--- config.mk ---
export PLATFORM = sky130hd
export DESIGN_NAME = msr_dev_flat
export DESIGN_NICKNAME = d
export VERILOG_FILES = /design/src/msr_pkg.sv /design/src/msr_link_if.sv /design/src/msr_jam_timer.sv /design/src/msr_dev.sv /design/src/flat_wrapper.sv
export SDC_FILE = /design/constraint.sdc
export NUM_CORES = 1
export LEC_CHECK = 0
export BUFFER_PORTS_ARGS = -buffer_cell sky130_fd_sc_hd__buf_2
export CAP_MARGIN = 30
export CORE_ASPECT_RATIO = 0.6
export CORE_MARGIN = 8
export CORE_UTILIZATION = 25
export CTS_BUF_LIST = sky130_fd_sc_hd__clkbuf_2
export DETAILED_ROUTE_END_ITERATION = 6
export PLACE_DENSITY = 0.4
export SETUP_SLACK_MARGIN = 0.4
export SYNTH_ARGS = -nofsm -noshare
export SYNTH_HDL_FRONTEND = slang
export SYNTH_HIERARCHICAL = 1
export SYNTH_SLANG_ARGS = --single-unit
--- constraint.sdc ---
create_clock -name CLK_IN -period 6.4 [get_ports CLK_IN]
set_input_delay 1.92 -clock CLK_IN [delete_from_list [all_inputs] [get_ports CLK_IN]]
set_output_delay 1.92 -clock CLK_IN [all_outputs]
set_load 0.01 [all_outputs]
--- src/msr_pkg.sv ---
// Shared constants, field layouts and types for the MAC support register bank and its host controller.
package msr_pkg;
	// Link bus widths.
	localparam int ADDR_W = 8;
	localparam int DATA_W = 32;
	// Register offsets on the link.
	localparam logic [ADDR_W-1:0] DROP_COUNT_ADDR = 8'hA0;
	localparam logic [ADDR_W-1:0] ACCESS_CMD_ADDR = 8'hA4;
	localparam logic [ADDR_W-1:0] ACCESS_DATA_ADDR = 8'hA8;
	localparam logic [ADDR_W-1:0] FLOW_CFG_ADDR = 8'hAC;
	// Reset values and counter constants.
	localparam logic [DATA_W-1:0] ZERO_WORD = 32'h00000000;
	localparam logic [DATA_W-1:0] DROP_STEP = 32'h00000001;
	localparam int DROP_HALF_BIT = 31;
	// Command register fields.
	localparam int CMD_BUSY_BIT = 31;
	localparam int CMD_DIR_BIT = 30;
	localparam int CMD_INDEX_W = 8;
	localparam logic [CMD_INDEX_W-1:0] INDEX_RESET = 8'h00;
	// Flow control configuration fields.
	localparam int FC_USED_W = 24;
	localparam int FC_HI_LSB = 16;
	localparam int FC_LO_LSB = 8;
	localparam int FC_DUR_LSB = 4;
	localparam int FC_THR_W = 8;
	localparam int FC_DUR_W = 4;
	localparam int FC_ANY_BIT = 0;
	localparam int FC_OWN_BIT = 1;
	localparam int FC_BCAST_BIT = 2;
	localparam int FC_MCAST_BIT = 3;
	localparam int FC_SEL_W = 4;
	localparam logic [FC_USED_W-1:0] FC_RESET = 24'h000000;
	// Receive buffer fill level in bytes; thresholds count 64-byte units.
	localparam int FILL_W = 14;
	localparam int FILL_UNIT_LSB = 6;
	localparam int PAUSE_W = 16;
	localparam logic [PAUSE_W-1:0] PAUSE_ZERO = 16'h0000;
	// Timing: jam periods are kept in tenths of a microsecond.
	localparam int CLK_MHZ = 200;
	localparam int TENTHS_PER_US = 10;
	localparam int TENTH_US_CYCLES = CLK_MHZ / TENTHS_PER_US;
	localparam int JAM_W = 13;
	localparam int PRE_W = 16;
	localparam logic [JAM_W-1:0] JAM_LAST = 13'h0001;
	localparam logic [JAM_W-1:0] SLOW_EXTRA_TENTHS = 13'h0016;

	// Jam period for a duration code; the 10 Mb/s period is 2.2 us longer.
	function automatic logic [JAM_W-1:0] jam_tenths(input logic [FC_DUR_W-1:0] code, input logic fast);
		logic [JAM_W-1:0] base;
		base = 13'h0032;
		case (code)
			4'h0: base = 13'h0032;
			4'h1: base = 13'h0064;
			4'h2: base = 13'h0096;
			4'h3: base = 13'h00FA;
			4'h4: base = 13'h01F4;
			4'h5: base = 13'h03E8;
			4'h6: base = 13'h05DC;
			4'h7: base = 13'h07D0;
			4'h8: base = 13'h09C4;
			4'h9: base = 13'h0BB8;
			4'hA: base = 13'h0DAC;
			4'hB: base = 13'h0FA0;
			4'hC: base = 13'h1194;
			4'hD: base = 13'h1388;
			4'hE: base = 13'h157C;
			default: base = 13'h1770;
		endcase
		return fast ? base : base + SLOW_EXTRA_TENTHS;
	endfunction : jam_tenths

	// Device side access engine states.
	typedef enum logic [0:0] {CSR_IDLE = 1'b0, CSR_WAIT = 1'b1} msr_csr_state_t;
	// Host controller registers and operations.
	localparam logic [ADDR_W-1:0] HOST_CTRL_ADDR = 8'h00;
	localparam logic [ADDR_W-1:0] HOST_WDATA_ADDR = 8'h04;
	localparam logic [ADDR_W-1:0] HOST_RESULT_ADDR = 8'h08;
	localparam logic [ADDR_W-1:0] HOST_STATUS_ADDR = 8'h0C;
	localparam int HOST_GO_BIT = 31;
	localparam int HOST_OP_LSB = 16;
	localparam int STATUS_BUSY_BIT = 0;
	localparam int STATUS_DONE_BIT = 1;
	typedef enum logic [1:0] {OP_MAC_READ = 2'b00, OP_MAC_WRITE = 2'b01, OP_DROP_READ = 2'b10,
		OP_FLOW_WRITE = 2'b11} msr_op_t;
	typedef enum logic [2:0] {H_IDLE = 3'b000, H_WR_DATA = 3'b001, H_WR_CMD = 3'b010, H_POLL = 3'b011,
		H_POLL_WAIT = 3'b100, H_RD_DATA = 3'b101, H_RD_WAIT = 3'b110, H_WR_FLOW = 3'b111} msr_host_state_t;
endpackage : msr_pkg

--- src/msr_link_if.sv ---
// Register link that joins the host controller to the MAC support register bank.
`timescale 1ns/1ps
interface msr_link_if;
	import msr_pkg::*;
	logic [ADDR_W-1:0] addr; // Word byte address.
	logic [DATA_W-1:0] wdata; // Write data, beside the write strobe.
	logic wr; // One-cycle write strobe.
	logic rd; // One-cycle read strobe.
	logic [DATA_W-1:0] rdata; // Read data, valid the cycle after the read strobe.
	modport host_mp (output addr, output wdata, output wr, output rd, input rdata);
	modport dev_mp (input addr, input wdata, input wr, input rd, output rdata);
endinterface : msr_link_if

--- src/msr_jam_timer.sv ---
// Back pressure jam period timer used by the register bank.
`timescale 1ns/1ps
module msr_jam_timer
	import msr_pkg::*;
#(
	parameter int TENTH_CYCLES = TENTH_US_CYCLES
)
(
	// Clock and reset.
	input wire logic clk_in,
	input wire logic rst_b_in,
	// Control.
	input wire logic start_in,
	input wire logic abort_in,
	input wire logic [FC_DUR_W-1:0] code_in,
	input wire logic fast_in,
	// Status.
	output logic active_out
);
	logic active_reg; // High while the jam runs.
	logic [JAM_W-1:0] tenths_reg; // Tenths of a microsecond still to run.
	logic [PRE_W-1:0] pre_reg; // Cycles within the current tenth.

	// A start while running is ignored, so one jam never stretches another.
	always_ff @(posedge clk_in or negedge rst_b_in)
	begin
		if (!rst_b_in)
		begin
			active_reg <= 1'b0;
			tenths_reg <= '0;
			pre_reg <= '0;
		end
		else if (abort_in)
		begin
			// A disabled transmitter ends the jam at once.
			active_reg <= 1'b0;
		end
		else if (start_in && !active_reg)
		begin
			active_reg <= 1'b1;
			tenths_reg <= jam_tenths(code_in, fast_in);
			pre_reg <= '0;
		end
		else if (active_reg)
		begin
			if (pre_reg == PRE_W'(TENTH_CYCLES - 1))
			begin
				pre_reg <= '0;
				tenths_reg <= tenths_reg - JAM_LAST;
				if (tenths_reg == JAM_LAST)
				begin
					active_reg <= 1'b0;
				end
			end
			else
			begin
				pre_reg <= pre_reg + PRE_W'(1);
			end
		end
	end

	assign active_out = active_reg;
endmodule : msr_jam_timer

--- src/msr_dev.sv ---
// MAC support register bank: dropped frame count, indirect MAC register access and automatic flow control.
// Summary of operation
// - Count each discarded receive frame.
// - Reading the count returns it, then clears.
// - Signal event when count bit 31 rises.
// - Host writes busy one to start access.
// - Busy holds until internal access finishes.
// - Read data lands before busy clears.
// - Host leaves command and data alone while busy.
// - Command bit 30 chooses read or write.
// - Low eight command bits pick register index.
// - Data register carries write and read values.
// - Disabled transmitter means no pause, no jam.
// - High threshold in 64-byte units, bits 23:16.
// - High threshold triggers jam or pause frame.
// - Full duplex sends exactly one pause frame.
// - Pause time comes from MAC pause field.
// - Half duplex jams each matching incoming frame.
// - Below low threshold send zero-time pause.
// - Duration code sets jam period by speed.
// - Any-frame bit overrides the per-class bits.
//
// Design decision made here: the plain strobed port.
`timescale 1ns/1ps
module msr_dev
	import msr_pkg::*;
#(
	parameter int TENTH_CYCLES = TENTH_US_CYCLES
)
(
	// Clock and reset.
	input wire logic CLK_IN,
	input wire logic RST_B_IN,
	// Register link from the host.
	msr_link_if.dev_mp link,
	// Receive statistics.
	input wire logic FRAME_DROP_IN,
	output logic DROP_HALF_OUT,
	// Internal MAC register access.
	output logic CSR_REQ_OUT,
	output logic CSR_READ_OUT,
	output logic [CMD_INDEX_W-1:0] CSR_INDEX_OUT,
	output logic [DATA_W-1:0] CSR_WDATA_OUT,
	input wire logic CSR_ACK_IN,
	input wire logic [DATA_W-1:0] CSR_RDATA_IN,
	// MAC status.
	input wire logic TX_ENABLE_IN,
	input wire logic FULL_DUPLEX_IN,
	input wire logic SPEED_100_IN,
	input wire logic [FILL_W-1:0] FILL_LEVEL_IN,
	input wire logic [PAUSE_W-1:0] PAUSE_TIME_VALUE_IN,
	// Incoming frame classification.
	input wire logic FRAME_START_IN,
	input wire logic FRAME_OWN_IN,
	input wire logic FRAME_BCAST_IN,
	input wire logic FRAME_MCAST_IN,
	// Flow control actions.
	output logic PAUSE_SEND_OUT,
	output logic [PAUSE_W-1:0] PAUSE_TIME_OUT,
	output logic JAM_OUT
);
	logic [DATA_W-1:0] drop_count_reg; // Dropped frame counter.
	logic [DATA_W-1:0] drop_count_next; // Its next value.
	logic drop_half_reg; // Halfway event pulse.
	msr_csr_state_t csr_state_reg; // Access engine state; busy while waiting.
	logic dir_reg; // Access direction, one for read.
	logic [CMD_INDEX_W-1:0] index_reg; // Target register index.
	logic [DATA_W-1:0] data_reg; // Access data register.
	logic [FC_USED_W-1:0] flow_cfg_reg; // Implemented flow control bits.
	logic [DATA_W-1:0] rdata_reg; // Link read data.
	logic paused_reg; // A high-threshold pause is outstanding.
	logic pause_send_reg; // Pause frame request pulse.
	logic [PAUSE_W-1:0] pause_time_reg; // Pause time for that request.
	logic jam_active; // Jam timer running.
	logic rd_drop; // Host reads the drop count this cycle.
	logic busy; // Internal access in flight.
	logic [FC_THR_W-1:0] fill_units; // Fill level in 64-byte units.
	logic reached; // Fill at or above the high threshold.
	logic below; // Fill under the low threshold.
	logic fd_ok; // Full duplex flow control may act.
	logic class_match; // Incoming frame is one to jam.
	logic jam_start; // Start a jam this cycle.

	// Address match, shared by the read and write decoders.
	function automatic logic hits(input logic [ADDR_W-1:0] a, input logic [ADDR_W-1:0] target);
		return a == target;
	endfunction : hits

	assign busy = (csr_state_reg == CSR_WAIT);
	assign rd_drop = link.rd && hits(link.addr, DROP_COUNT_ADDR);

	// Next count: a read clears, but a drop in the same cycle still counts.
	always_comb
	begin
		drop_count_next = drop_count_reg;
		if (rd_drop)
		begin
			drop_count_next = FRAME_DROP_IN ? DROP_STEP : ZERO_WORD;
		end
		else if (FRAME_DROP_IN)
		begin
			drop_count_next = drop_count_reg + DROP_STEP;
		end
	end

	// Counter and halfway event; the event is a pulse since this block has no interrupt logic.
	always_ff @(posedge CLK_IN or negedge RST_B_IN)
	begin
		if (!RST_B_IN)
		begin
			drop_count_reg <= ZERO_WORD;
			drop_half_reg <= 1'b0;
		end
		else
		begin
			drop_count_reg <= drop_count_next;
			drop_half_reg <= drop_count_next[DROP_HALF_BIT] && !drop_count_reg[DROP_HALF_BIT];
		end
	end

	// Access engine: a command write with busy set starts it; the MAC acknowledge ends it.
	always_ff @(posedge CLK_IN or negedge RST_B_IN)
	begin
		if (!RST_B_IN)
		begin
			csr_state_reg <= CSR_IDLE;
			dir_reg <= 1'b0;
			index_reg <= INDEX_RESET;
		end
		else
		begin
			case (csr_state_reg)
				CSR_IDLE:
				begin
					if (link.wr && hits(link.addr, ACCESS_CMD_ADDR))
					begin
						dir_reg <= link.wdata[CMD_DIR_BIT];
						index_reg <= link.wdata[CMD_INDEX_W-1:0];
						if (link.wdata[CMD_BUSY_BIT])
						begin
							csr_state_reg <= CSR_WAIT;
						end
					end
				end
				CSR_WAIT:
				begin
					// Command writes while busy are dropped; the host must not send them.
					if (CSR_ACK_IN)
					begin
						csr_state_reg <= CSR_IDLE;
					end
				end
				default:
				begin
					csr_state_reg <= CSR_IDLE;
				end
			endcase
		end
	end

	// Data register: read results land on the same edge that drops busy.
	always_ff @(posedge CLK_IN or negedge RST_B_IN)
	begin
		if (!RST_B_IN)
		begin
			data_reg <= ZERO_WORD;
		end
		else if (busy && CSR_ACK_IN && dir_reg)
		begin
			data_reg <= CSR_RDATA_IN;
		end
		else if (!busy && link.wr && hits(link.addr, ACCESS_DATA_ADDR))
		begin
			data_reg <= link.wdata;
		end
	end

	// Flow control configuration; bits 31:24 are not stored.
	always_ff @(posedge CLK_IN or negedge RST_B_IN)
	begin
		if (!RST_B_IN)
		begin
			flow_cfg_reg <= FC_RESET;
		end
		else if (link.wr && hits(link.addr, FLOW_CFG_ADDR))
		begin
			flow_cfg_reg <= link.wdata[FC_USED_W-1:0];
		end
	end

	// Read data stands only in the cycle after the strobe; unmapped reads give zero.
	always_ff @(posedge CLK_IN or negedge RST_B_IN)
	begin
		if (!RST_B_IN)
		begin
			rdata_reg <= ZERO_WORD;
		end
		else if (!link.rd)
		begin
			rdata_reg <= ZERO_WORD;
		end
		else if (hits(link.addr, DROP_COUNT_ADDR))
		begin
			rdata_reg <= drop_count_reg;
		end
		else if (hits(link.addr, ACCESS_CMD_ADDR))
		begin
			rdata_reg <= {busy, dir_reg, {(DATA_W - CMD_INDEX_W - 2){1'b0}}, index_reg};
		end
		else if (hits(link.addr, ACCESS_DATA_ADDR))
		begin
			rdata_reg <= data_reg;
		end
		else if (hits(link.addr, FLOW_CFG_ADDR))
		begin
			rdata_reg <= {{(DATA_W - FC_USED_W){1'b0}}, flow_cfg_reg};
		end
		else
		begin
			rdata_reg <= ZERO_WORD;
		end
	end

	// Threshold compare in 64-byte units.
	assign fill_units = FILL_LEVEL_IN[FILL_W-1:FILL_UNIT_LSB];
	assign reached = fill_units >= flow_cfg_reg[FC_HI_LSB +: FC_THR_W];
	assign below = fill_units < flow_cfg_reg[FC_LO_LSB +: FC_THR_W];
	assign fd_ok = TX_ENABLE_IN && FULL_DUPLEX_IN;

	// Full duplex pause: one frame on reaching high with the any-frame bit set, then one zero-time frame once under low.
	always_ff @(posedge CLK_IN or negedge RST_B_IN)
	begin
		if (!RST_B_IN)
		begin
			paused_reg <= 1'b0;
			pause_send_reg <= 1'b0;
			pause_time_reg <= PAUSE_ZERO;
		end
		else if (fd_ok && flow_cfg_reg[FC_ANY_BIT] && !paused_reg && reached)
		begin
			paused_reg <= 1'b1;
			pause_send_reg <= 1'b1;
			pause_time_reg <= PAUSE_TIME_VALUE_IN;
		end
		else if (fd_ok && (|flow_cfg_reg[FC_SEL_W-1:0]) && paused_reg && below)
		begin
			paused_reg <= 1'b0;
			pause_send_reg <= 1'b1;
			pause_time_reg <= PAUSE_ZERO;
		end
		else
		begin
			pause_send_reg <= 1'b0;
		end
	end

	// Half duplex frame selection; the any-frame bit makes the class bits irrelevant.
	assign class_match = flow_cfg_reg[FC_ANY_BIT]
		|| (flow_cfg_reg[FC_OWN_BIT] && FRAME_OWN_IN)
		|| (flow_cfg_reg[FC_BCAST_BIT] && FRAME_BCAST_IN)
		|| (flow_cfg_reg[FC_MCAST_BIT] && FRAME_MCAST_IN);
	assign jam_start = TX_ENABLE_IN && !FULL_DUPLEX_IN && reached && FRAME_START_IN && class_match;

	// Jam period timer, at the link speed's period for the programmed code.
	msr_jam_timer #(
		.TENTH_CYCLES(TENTH_CYCLES)
	) msr_jam_timer_inst (
		.clk_in(CLK_IN),
		.rst_b_in(RST_B_IN),
		.start_in(jam_start),
		.abort_in(!TX_ENABLE_IN),
		.code_in(flow_cfg_reg[FC_DUR_LSB +: FC_DUR_W]),
		.fast_in(SPEED_100_IN),
		.active_out(jam_active)
	);

	// Outputs; the jam is also gated directly so that disabling the transmitter acts at once.
	assign JAM_OUT = jam_active && TX_ENABLE_IN;
	assign PAUSE_SEND_OUT = pause_send_reg;
	assign PAUSE_TIME_OUT = pause_time_reg;
	assign DROP_HALF_OUT = drop_half_reg;
	assign CSR_REQ_OUT = busy;
	assign CSR_READ_OUT = dir_reg;
	assign CSR_INDEX_OUT = index_reg;
	assign CSR_WDATA_OUT = data_reg;
	assign link.rdata = rdata_reg;
endmodule : msr_dev

--- src/flat_wrapper.sv ---
// flat-port wrapper written by rule: the top's interface ports become plain ports
module msr_dev_flat import msr_pkg::*;
#(
	parameter int TENTH_CYCLES = TENTH_US_CYCLES
)
  (CLK_IN, RST_B_IN, FRAME_DROP_IN, DROP_HALF_OUT, CSR_REQ_OUT, CSR_READ_OUT, CSR_INDEX_OUT, CSR_WDATA_OUT, CSR_ACK_IN, CSR_RDATA_IN, TX_ENABLE_IN, FULL_DUPLEX_IN, SPEED_100_IN, FILL_LEVEL_IN, PAUSE_TIME_VALUE_IN, FRAME_START_IN, FRAME_OWN_IN, FRAME_BCAST_IN, FRAME_MCAST_IN, PAUSE_SEND_OUT, PAUSE_TIME_OUT, JAM_OUT, link_addr, link_wdata, link_wr, link_rd, link_rdata);
  msr_link_if link_i ();
  input wire logic CLK_IN;
  input wire logic RST_B_IN;
  input wire logic FRAME_DROP_IN;
  output logic DROP_HALF_OUT;
  output logic CSR_REQ_OUT;
  output logic CSR_READ_OUT;
  output logic [CMD_INDEX_W-1:0] CSR_INDEX_OUT;
  output logic [DATA_W-1:0] CSR_WDATA_OUT;
  input wire logic CSR_ACK_IN;
  input wire logic [DATA_W-1:0] CSR_RDATA_IN;
  input wire logic TX_ENABLE_IN;
  input wire logic FULL_DUPLEX_IN;
  input wire logic SPEED_100_IN;
  input wire logic [FILL_W-1:0] FILL_LEVEL_IN;
  input wire logic [PAUSE_W-1:0] PAUSE_TIME_VALUE_IN;
  input wire logic FRAME_START_IN;
  input wire logic FRAME_OWN_IN;
  input wire logic FRAME_BCAST_IN;
  input wire logic FRAME_MCAST_IN;
  output logic PAUSE_SEND_OUT;
  output logic [PAUSE_W-1:0] PAUSE_TIME_OUT;
  output logic JAM_OUT;
  input wire logic [$bits(link_i.addr)-1:0] link_addr;
  input wire logic [$bits(link_i.wdata)-1:0] link_wdata;
  input wire logic [$bits(link_i.wr)-1:0] link_wr;
  input wire logic [$bits(link_i.rd)-1:0] link_rd;
  output wire logic [$bits(link_i.rdata)-1:0] link_rdata;
  assign link_i.addr = link_addr;
  assign link_i.wdata = link_wdata;
  assign link_i.wr = link_wr;
  assign link_i.rd = link_rd;
  assign link_rdata = link_i.rdata;
  msr_dev #(.TENTH_CYCLES(TENTH_CYCLES)) u_core (.CLK_IN(CLK_IN), .RST_B_IN(RST_B_IN), .link(link_i), .FRAME_DROP_IN(FRAME_DROP_IN), .DROP_HALF_OUT(DROP_HALF_OUT), .CSR_REQ_OUT(CSR_REQ_OUT), .CSR_READ_OUT(CSR_READ_OUT), .CSR_INDEX_OUT(CSR_INDEX_OUT), .CSR_WDATA_OUT(CSR_WDATA_OUT), .CSR_ACK_IN(CSR_ACK_IN), .CSR_RDATA_IN(CSR_RDATA_IN), .TX_ENABLE_IN(TX_ENABLE_IN), .FULL_DUPLEX_IN(FULL_DUPLEX_IN), .SPEED_100_IN(SPEED_100_IN), .FILL_LEVEL_IN(FILL_LEVEL_IN), .PAUSE_TIME_VALUE_IN(PAUSE_TIME_VALUE_IN), .FRAME_START_IN(FRAME_START_IN), .FRAME_OWN_IN(FRAME_OWN_IN), .FRAME_BCAST_IN(FRAME_BCAST_IN), .FRAME_MCAST_IN(FRAME_MCAST_IN), .PAUSE_SEND_OUT(PAUSE_SEND_OUT), .PAUSE_TIME_OUT(PAUSE_TIME_OUT), .JAM_OUT(JAM_OUT));
endmodule
Yosys cells after proc, flatten, opt, wreduce, memory -nomap -nowiden
Memories as Yosys holds them, arrays and structs flattened.
Index checks and enable logic that the tools add are counted.
Operators by class
  add/subtract/negate cells: 4
  $mul: 0
  divide/modulo/power cells: 0
  $lt $le $gt $ge: 2
  eq/ne operators: 6
  shift-type cells: 0
  muxes and demuxes: 34
  bitwise gates (word level): 1
  reductions and logical operators: 41
Operator list (count)
  32-bit 2-to-1 mux: 8
  16-bit 2-to-1 mux: 5
  13-bit 2-to-1 mux: 6
  32-bit by 1-bit adder with 32-bit output (second input constant): 1
  8-bit equality test (second input constant): 4
  1-bit logical AND: 24
  24-bit 2-to-1 mux: 1
  16-bit by 1-bit adder with 16-bit output (second input constant): 1
  16-bit by 5-bit equality test with 1-bit output (second input constant): 1
  13-bit by 5-bit adder with 13-bit output (second input constant): 1
  13-bit by 1-bit equality test with 1-bit output (second input constant): 1
  1-bit 2-to-1 mux: 13
  13-bit by 1-bit subtractor with 13-bit output (second input constant): 1
  2-bit nonzero test: 5
  8-bit greater-or-equal comparator: 1
  8-bit less-than comparator: 1
  1-bit logical NOT: 5
  2-bit AND reduction: 2
  4-bit OR reduction: 1
  1-bit logical OR: 3
  3-bit AND reduction: 1
  1-bit case mux with 2 select lines: 1
  1-bit NOT: 1
Word-level totals
  bits in registers: 179
  bits in latches: 0
  RAM bits: 0
  ROM bits: 192
  memories kept: 1
Memory list
  (name not given): depth 16, bits a word 12, read ports 1, clocked after Yosys merged registers in 0, write ports 0, line msr_pkg.sv:51  | case (code)

Longest topological paths before layout
  depth after elaboration: 11
  gate-level depth with buffers: 13
  gate-level depth less buffers: 12

By module
The synthesis kept the hierarchy.
Modules (own cells, without submodules)
  msr_dev: times used 1, cells each 687, area an instance 7033.0 µm², sequential area each 3728.6 µm²
  msr_jam_timer: times used 1, cells each 282, area an instance 2341.0 µm², sequential area each 750.7 µm²

Worst setup path before layout
No wires, ideal clock.
  path type: input -> register
  start: in FILL_LEVEL_IN[6]
  end: reg u_core.msr_jam_timer_inst.pre_reg[5]
  arrival time: 4.044 ns
  path slack: 2.279 ns
  stages: 12
  cell sequence: inv_1 ha_1 nand2b_1 a2111oi_0 nor3_1 o21bai_1 a21oi_1 o21bai_1 nor2_1 buf_4 buf_2 a21oi_1
Between the ends
  cells in the longest elaborated chain, start to end: 7
  elaborated cells on any way between the ends: 8
  those cells by class: order compare: 1; mux: 1; reduce/logical: 6
Ends and longest elaborated chain
  from (decl): line flat_wrapper.sv:21  | input wire logic [FILL_W-1:0] FILL_LEVEL_IN;
  8-bit greater-or-equal comparator (*): line msr_dev.sv:226  | assign reached = fill_units >= flow_cfg_reg[FC_HI_LSB +: FC_THR_W];
  1-bit logical AND (*) (3 in series): line msr_dev.sv:262  | assign jam_start = TX_ENABLE_IN && !FULL_DUPLEX_IN && reached && FRAME_START_IN && class_match;
  net u_core.jam_start: line msr_dev.sv:82  | logic jam_start;
  1-bit logical AND (*): line msr_jam_timer.sv:38  | else if (start_in && !active_reg)
  2-bit nonzero test (no line)
  2-bit AND reduction (no line)
  to (signal assigned): line msr_jam_timer.sv:57  | pre_reg <= pre_reg + PRE_W'(1);
  to (decl): line msr_jam_timer.sv:22  | logic [PRE_W-1:0] pre_reg;
Mark *: on every way through the listed nets, which the timed path passes. The rest lies on a longest branch.
A chain may end at the register's enable or synchronous reset.

Worst setup path in the final report
  start: in TX_ENABLE_IN
  end: out JAM_OUT
Between the ends
  cells in the longest elaborated chain, start to end: 1
Ends and longest elaborated chain
  from (decl): line flat_wrapper.sv:18  | input wire logic TX_ENABLE_IN;
  1-bit logical AND: line msr_dev.sv:278  | assign JAM_OUT = jam_active && TX_ENABLE_IN;
  to (decl): line flat_wrapper.sv:29  | output logic JAM_OUT;
Every way passes these cells.

==> key figures <==
Detailed routing
  • WL/cell: 21.0 µm
  • Final wirelength: 35,500 µm
  • Vias: 8,073
  • DRC violations left: 0
  • Iter 0 DRT Violations: 670
  • Initial DRT Pass Iterations: 7
  • Vias per inst: 4.79
  • Routed Antenna Nets: 0

Timing
  • Final Max Tran Viols: 0
  • Clock skew: 58.9 ps
  • Slew @ Worst Pin: 957 ps
  • Setup WS post-layout: 2120 ps
  • Tcrit/Tclk final: 66.8%
  • Maximum clock frequency: 234 MHz
  • RSZ-0062 raised after global routing: no
  • Final setup viols: 0
  • Setup TNS: 0 ps
  • Relative slew slack: 36.2%
  • Final min period: 4280 ps
  • Final Hold Fails: 0
  • Worst Hold Margin: 515 ps

Run
  • Max-cap violations: 0

Global route
  • Largest net degree at the start of global routing: 113
  • Initial antenna violation count: 4
  • First-pass GRT wire length: 53,300 µm
  • Grt ovf: 0
  • Total GRT Usage: 16.0%
  • Vias in the first global route: 7,895

Clock tree
  • Worst-skew pair later-pin latency: 840 ps
  • Clock buffer depth: 2
  • Clock root cell: clkbuf_2
  • Htree depth: 4
  • CTS tree: yes
  • Cts bufs inserted: 17
  • CTS Hold Bufs: 0
  • Cts repair resizes: 0
  • Worst-path clk slew: 280 ps
  • Setup bufs post-CTS: 0
  • CTS sink count: 179

Worst setup path
  • RR Startpoint: u_core/flow_cfg_reg[16]$_DFFE_PN0P_
  • Critical Path Start: TX_ENABLE_IN
  • Worst-case reg-to-reg path depth: 10
  • Worst Path Max Fanout: 5
  • Reg2Reg Setup Slack: 2800 ps
  • CP startpoint kind: primary input
  • Setup CP Type: primary input to output pin
  • FF-to-FF End: u_core/msr_jam_timer_inst/tenths_reg[3]$_DFFE_PN0P_
  • CP endpoint kind: output pin
  • Crit path DAT: 2360 ps
  • Req. time, crit path: 4480 ps

Die
  • Die extent in y: 166 µm
  • Core area: 37,300 µm²
  • Die width: 266 µm
  • Cell row count: 55
  • Initial Utilization: 25.1%
  • Num ports: 208
  • Die area: 44,200 µm²

Layout
  • Finished Core Util: 29.9%
  • Cell area after layout: 11,200 µm²
  • Layout Cells excl Fill: 1,687
  • Number of nets in the layout: 1,300
  • Area grow syn2layout: 19.1%
  • Share of cells above drive strength 1: 26.9%

Placed design
  • GP Congestion: 0.835
  • DP Area: 10,900 µm²
  • # port buffers: 201
  • Placed Instances: 1,652
  • Pre-CTS setup slack: 1250 ps
  • Placed wire-length estimate: 26,800 µm

Power
  • Clk pwr share: 26.8%
  • Net Sw Power: 692 µW
  • Comb pwr share: 13.8%
  • PnR Total Power: 2.12 mW
  • P_int: 1.43 mW
  • Reg power frac: 59.4%
  • Total power per unit cell area: 190 nW/µm²
  • VDD IR max: 0.0000917 V
  • Sw Ratio: 32.6%
  • Static Leak: 5.54 nW

Logic synthesis
  • Post-synth cell types: 73
  • Yosys warns: 6
  • Post-synth top cells: dfrtp_1, nand2_1, nor2_1
  • Largest cells by area after synthesis: dfrtp_1, nand2_1, mux2_2
  • Most common cell in the netlist: dfrtp_1
  • Synth top area share: 47.8%
  • Post-Syn Nets: 1,110
  • Mapped Avg Cell Area: 9.67 µm²
  • Main synth FF type: dfrtp_1
  • Synth area leader: dfrtp_1
  • EDFF count, synth: 0
  • Mapped Area: 9370 µm²
  • Post-synthesis cell count: 969
  • Seq cells post-synth: 179
  • Sequential area share after synthesis: 47.8%
  • Ys async rst share: 100%

Hold path
  • Hold endpoint: u_core/msr_jam_timer_inst/tenths_reg[12]$_DFFE_PN0P_
  • HP Start: u_core/msr_jam_timer_inst/tenths_reg[12]$_DFFE_PN0P_
  • Hold/Removal Path Class: register to register
  • Hold Path Cell Cnt: 1

Outcome
  • Status: complete, no violations
power by group through the flow:
stage / clock network (mW) / logic [mW] / registers [mW]
2_1_floorplan: 0 / 0.147 / 1.27
6_report: 0.567 / 0.293 / 1.26
5_1_grt: 0.656 / 0.328 / 1.27
3_3_place_gp: 0 / 0.290 / 1.28
4_1_cts: 0.609 / 0.296 / 1.26
3_5_place_dp: 0 / 0.295 / 1.28
critical path, stage by stage:
cell and delay (ps):
buf_2 150, and2_1 150, buf_2 140
cells by family after synthesis:
family	share of synthesized area, %
xor gates and xnor gates	3.27
muxes	6.37
DFF	47.8
adders and majority gates	3.47
and+or+nand+nor	21.9
AOI/OAI and AO/OA	12.9
buffers and inverters	4.31
per-layer routing:
| metal | vias to the layer above | wire, µm | track usage, % |
|---|---|---|---|
| li1 | 3832 | - | - |
| met1 | 3984 | 18600 | 25.1 |
| met2 | 236 | 14500 | 21.5 |
| met3 | 17 | 2150 | 3.83 |
| met4 | 4 | 206 | 3.18 |
| met5 | - | 26 | 0 |
cell usage in the layout, fill, tap and decap left out, types with 17 or more instances in the layout:
cell | Yosys | layout
a21oi_1 | 39 | 39
buf_2 | 20 | 200
buf_4 | 3 | 17
clkbuf_2 | 0 | 20
dfrtp_1 | 179 | 179
ha_1 | 26 | 26
inv_1 | 43 | 43
mux2_2 | 34 | 34
mux2i_1 | 20 | 20
nand2_1 | 143 | 143
nand3_1 | 70 | 70
nor2_1 | 86 | 86
nor3_1 | 17 | 17
o21ai_0 | 32 | 32
xor2_1 | 21 | 21
cell type report:
type                            instances  area (µm²)
Tap cell                              513         642
Sequential cell                       179        4480
Multi-Input combinational cell        698        4500
Fill cell                            4029       26100
Clock inverter                         12        96.3
Timing Repair Buffer                  220        1180
Antenna cell                            2        5.00
Inverter                               43         161
Clock buffer                           20         100
how the worst max path moves through the flow:
stage | to | slack (ps) | cells after the start
final | JAM_OUT | 2120 | 3
after global routing | u_core/msr_jam_timer_inst/tenths_reg[3]$_DFFE_PN0P_ | 1990 | 12
after CTS | JAM_OUT | 2090 | 3
after detailed placement | u_core/msr_jam_timer_inst/tenths_reg[3]$_DFFE_PN0P_ | 1250 | 12
after global placement | u_core/msr_jam_timer_inst/tenths_reg[3]$_DFFE_PN0P_ | 1230 | 12
after floorplan | u_core/msr_jam_timer_inst/pre_reg[5]$_DFFE_PN0P_ | 2280 | 12
(Power assumes the default switching activity.)
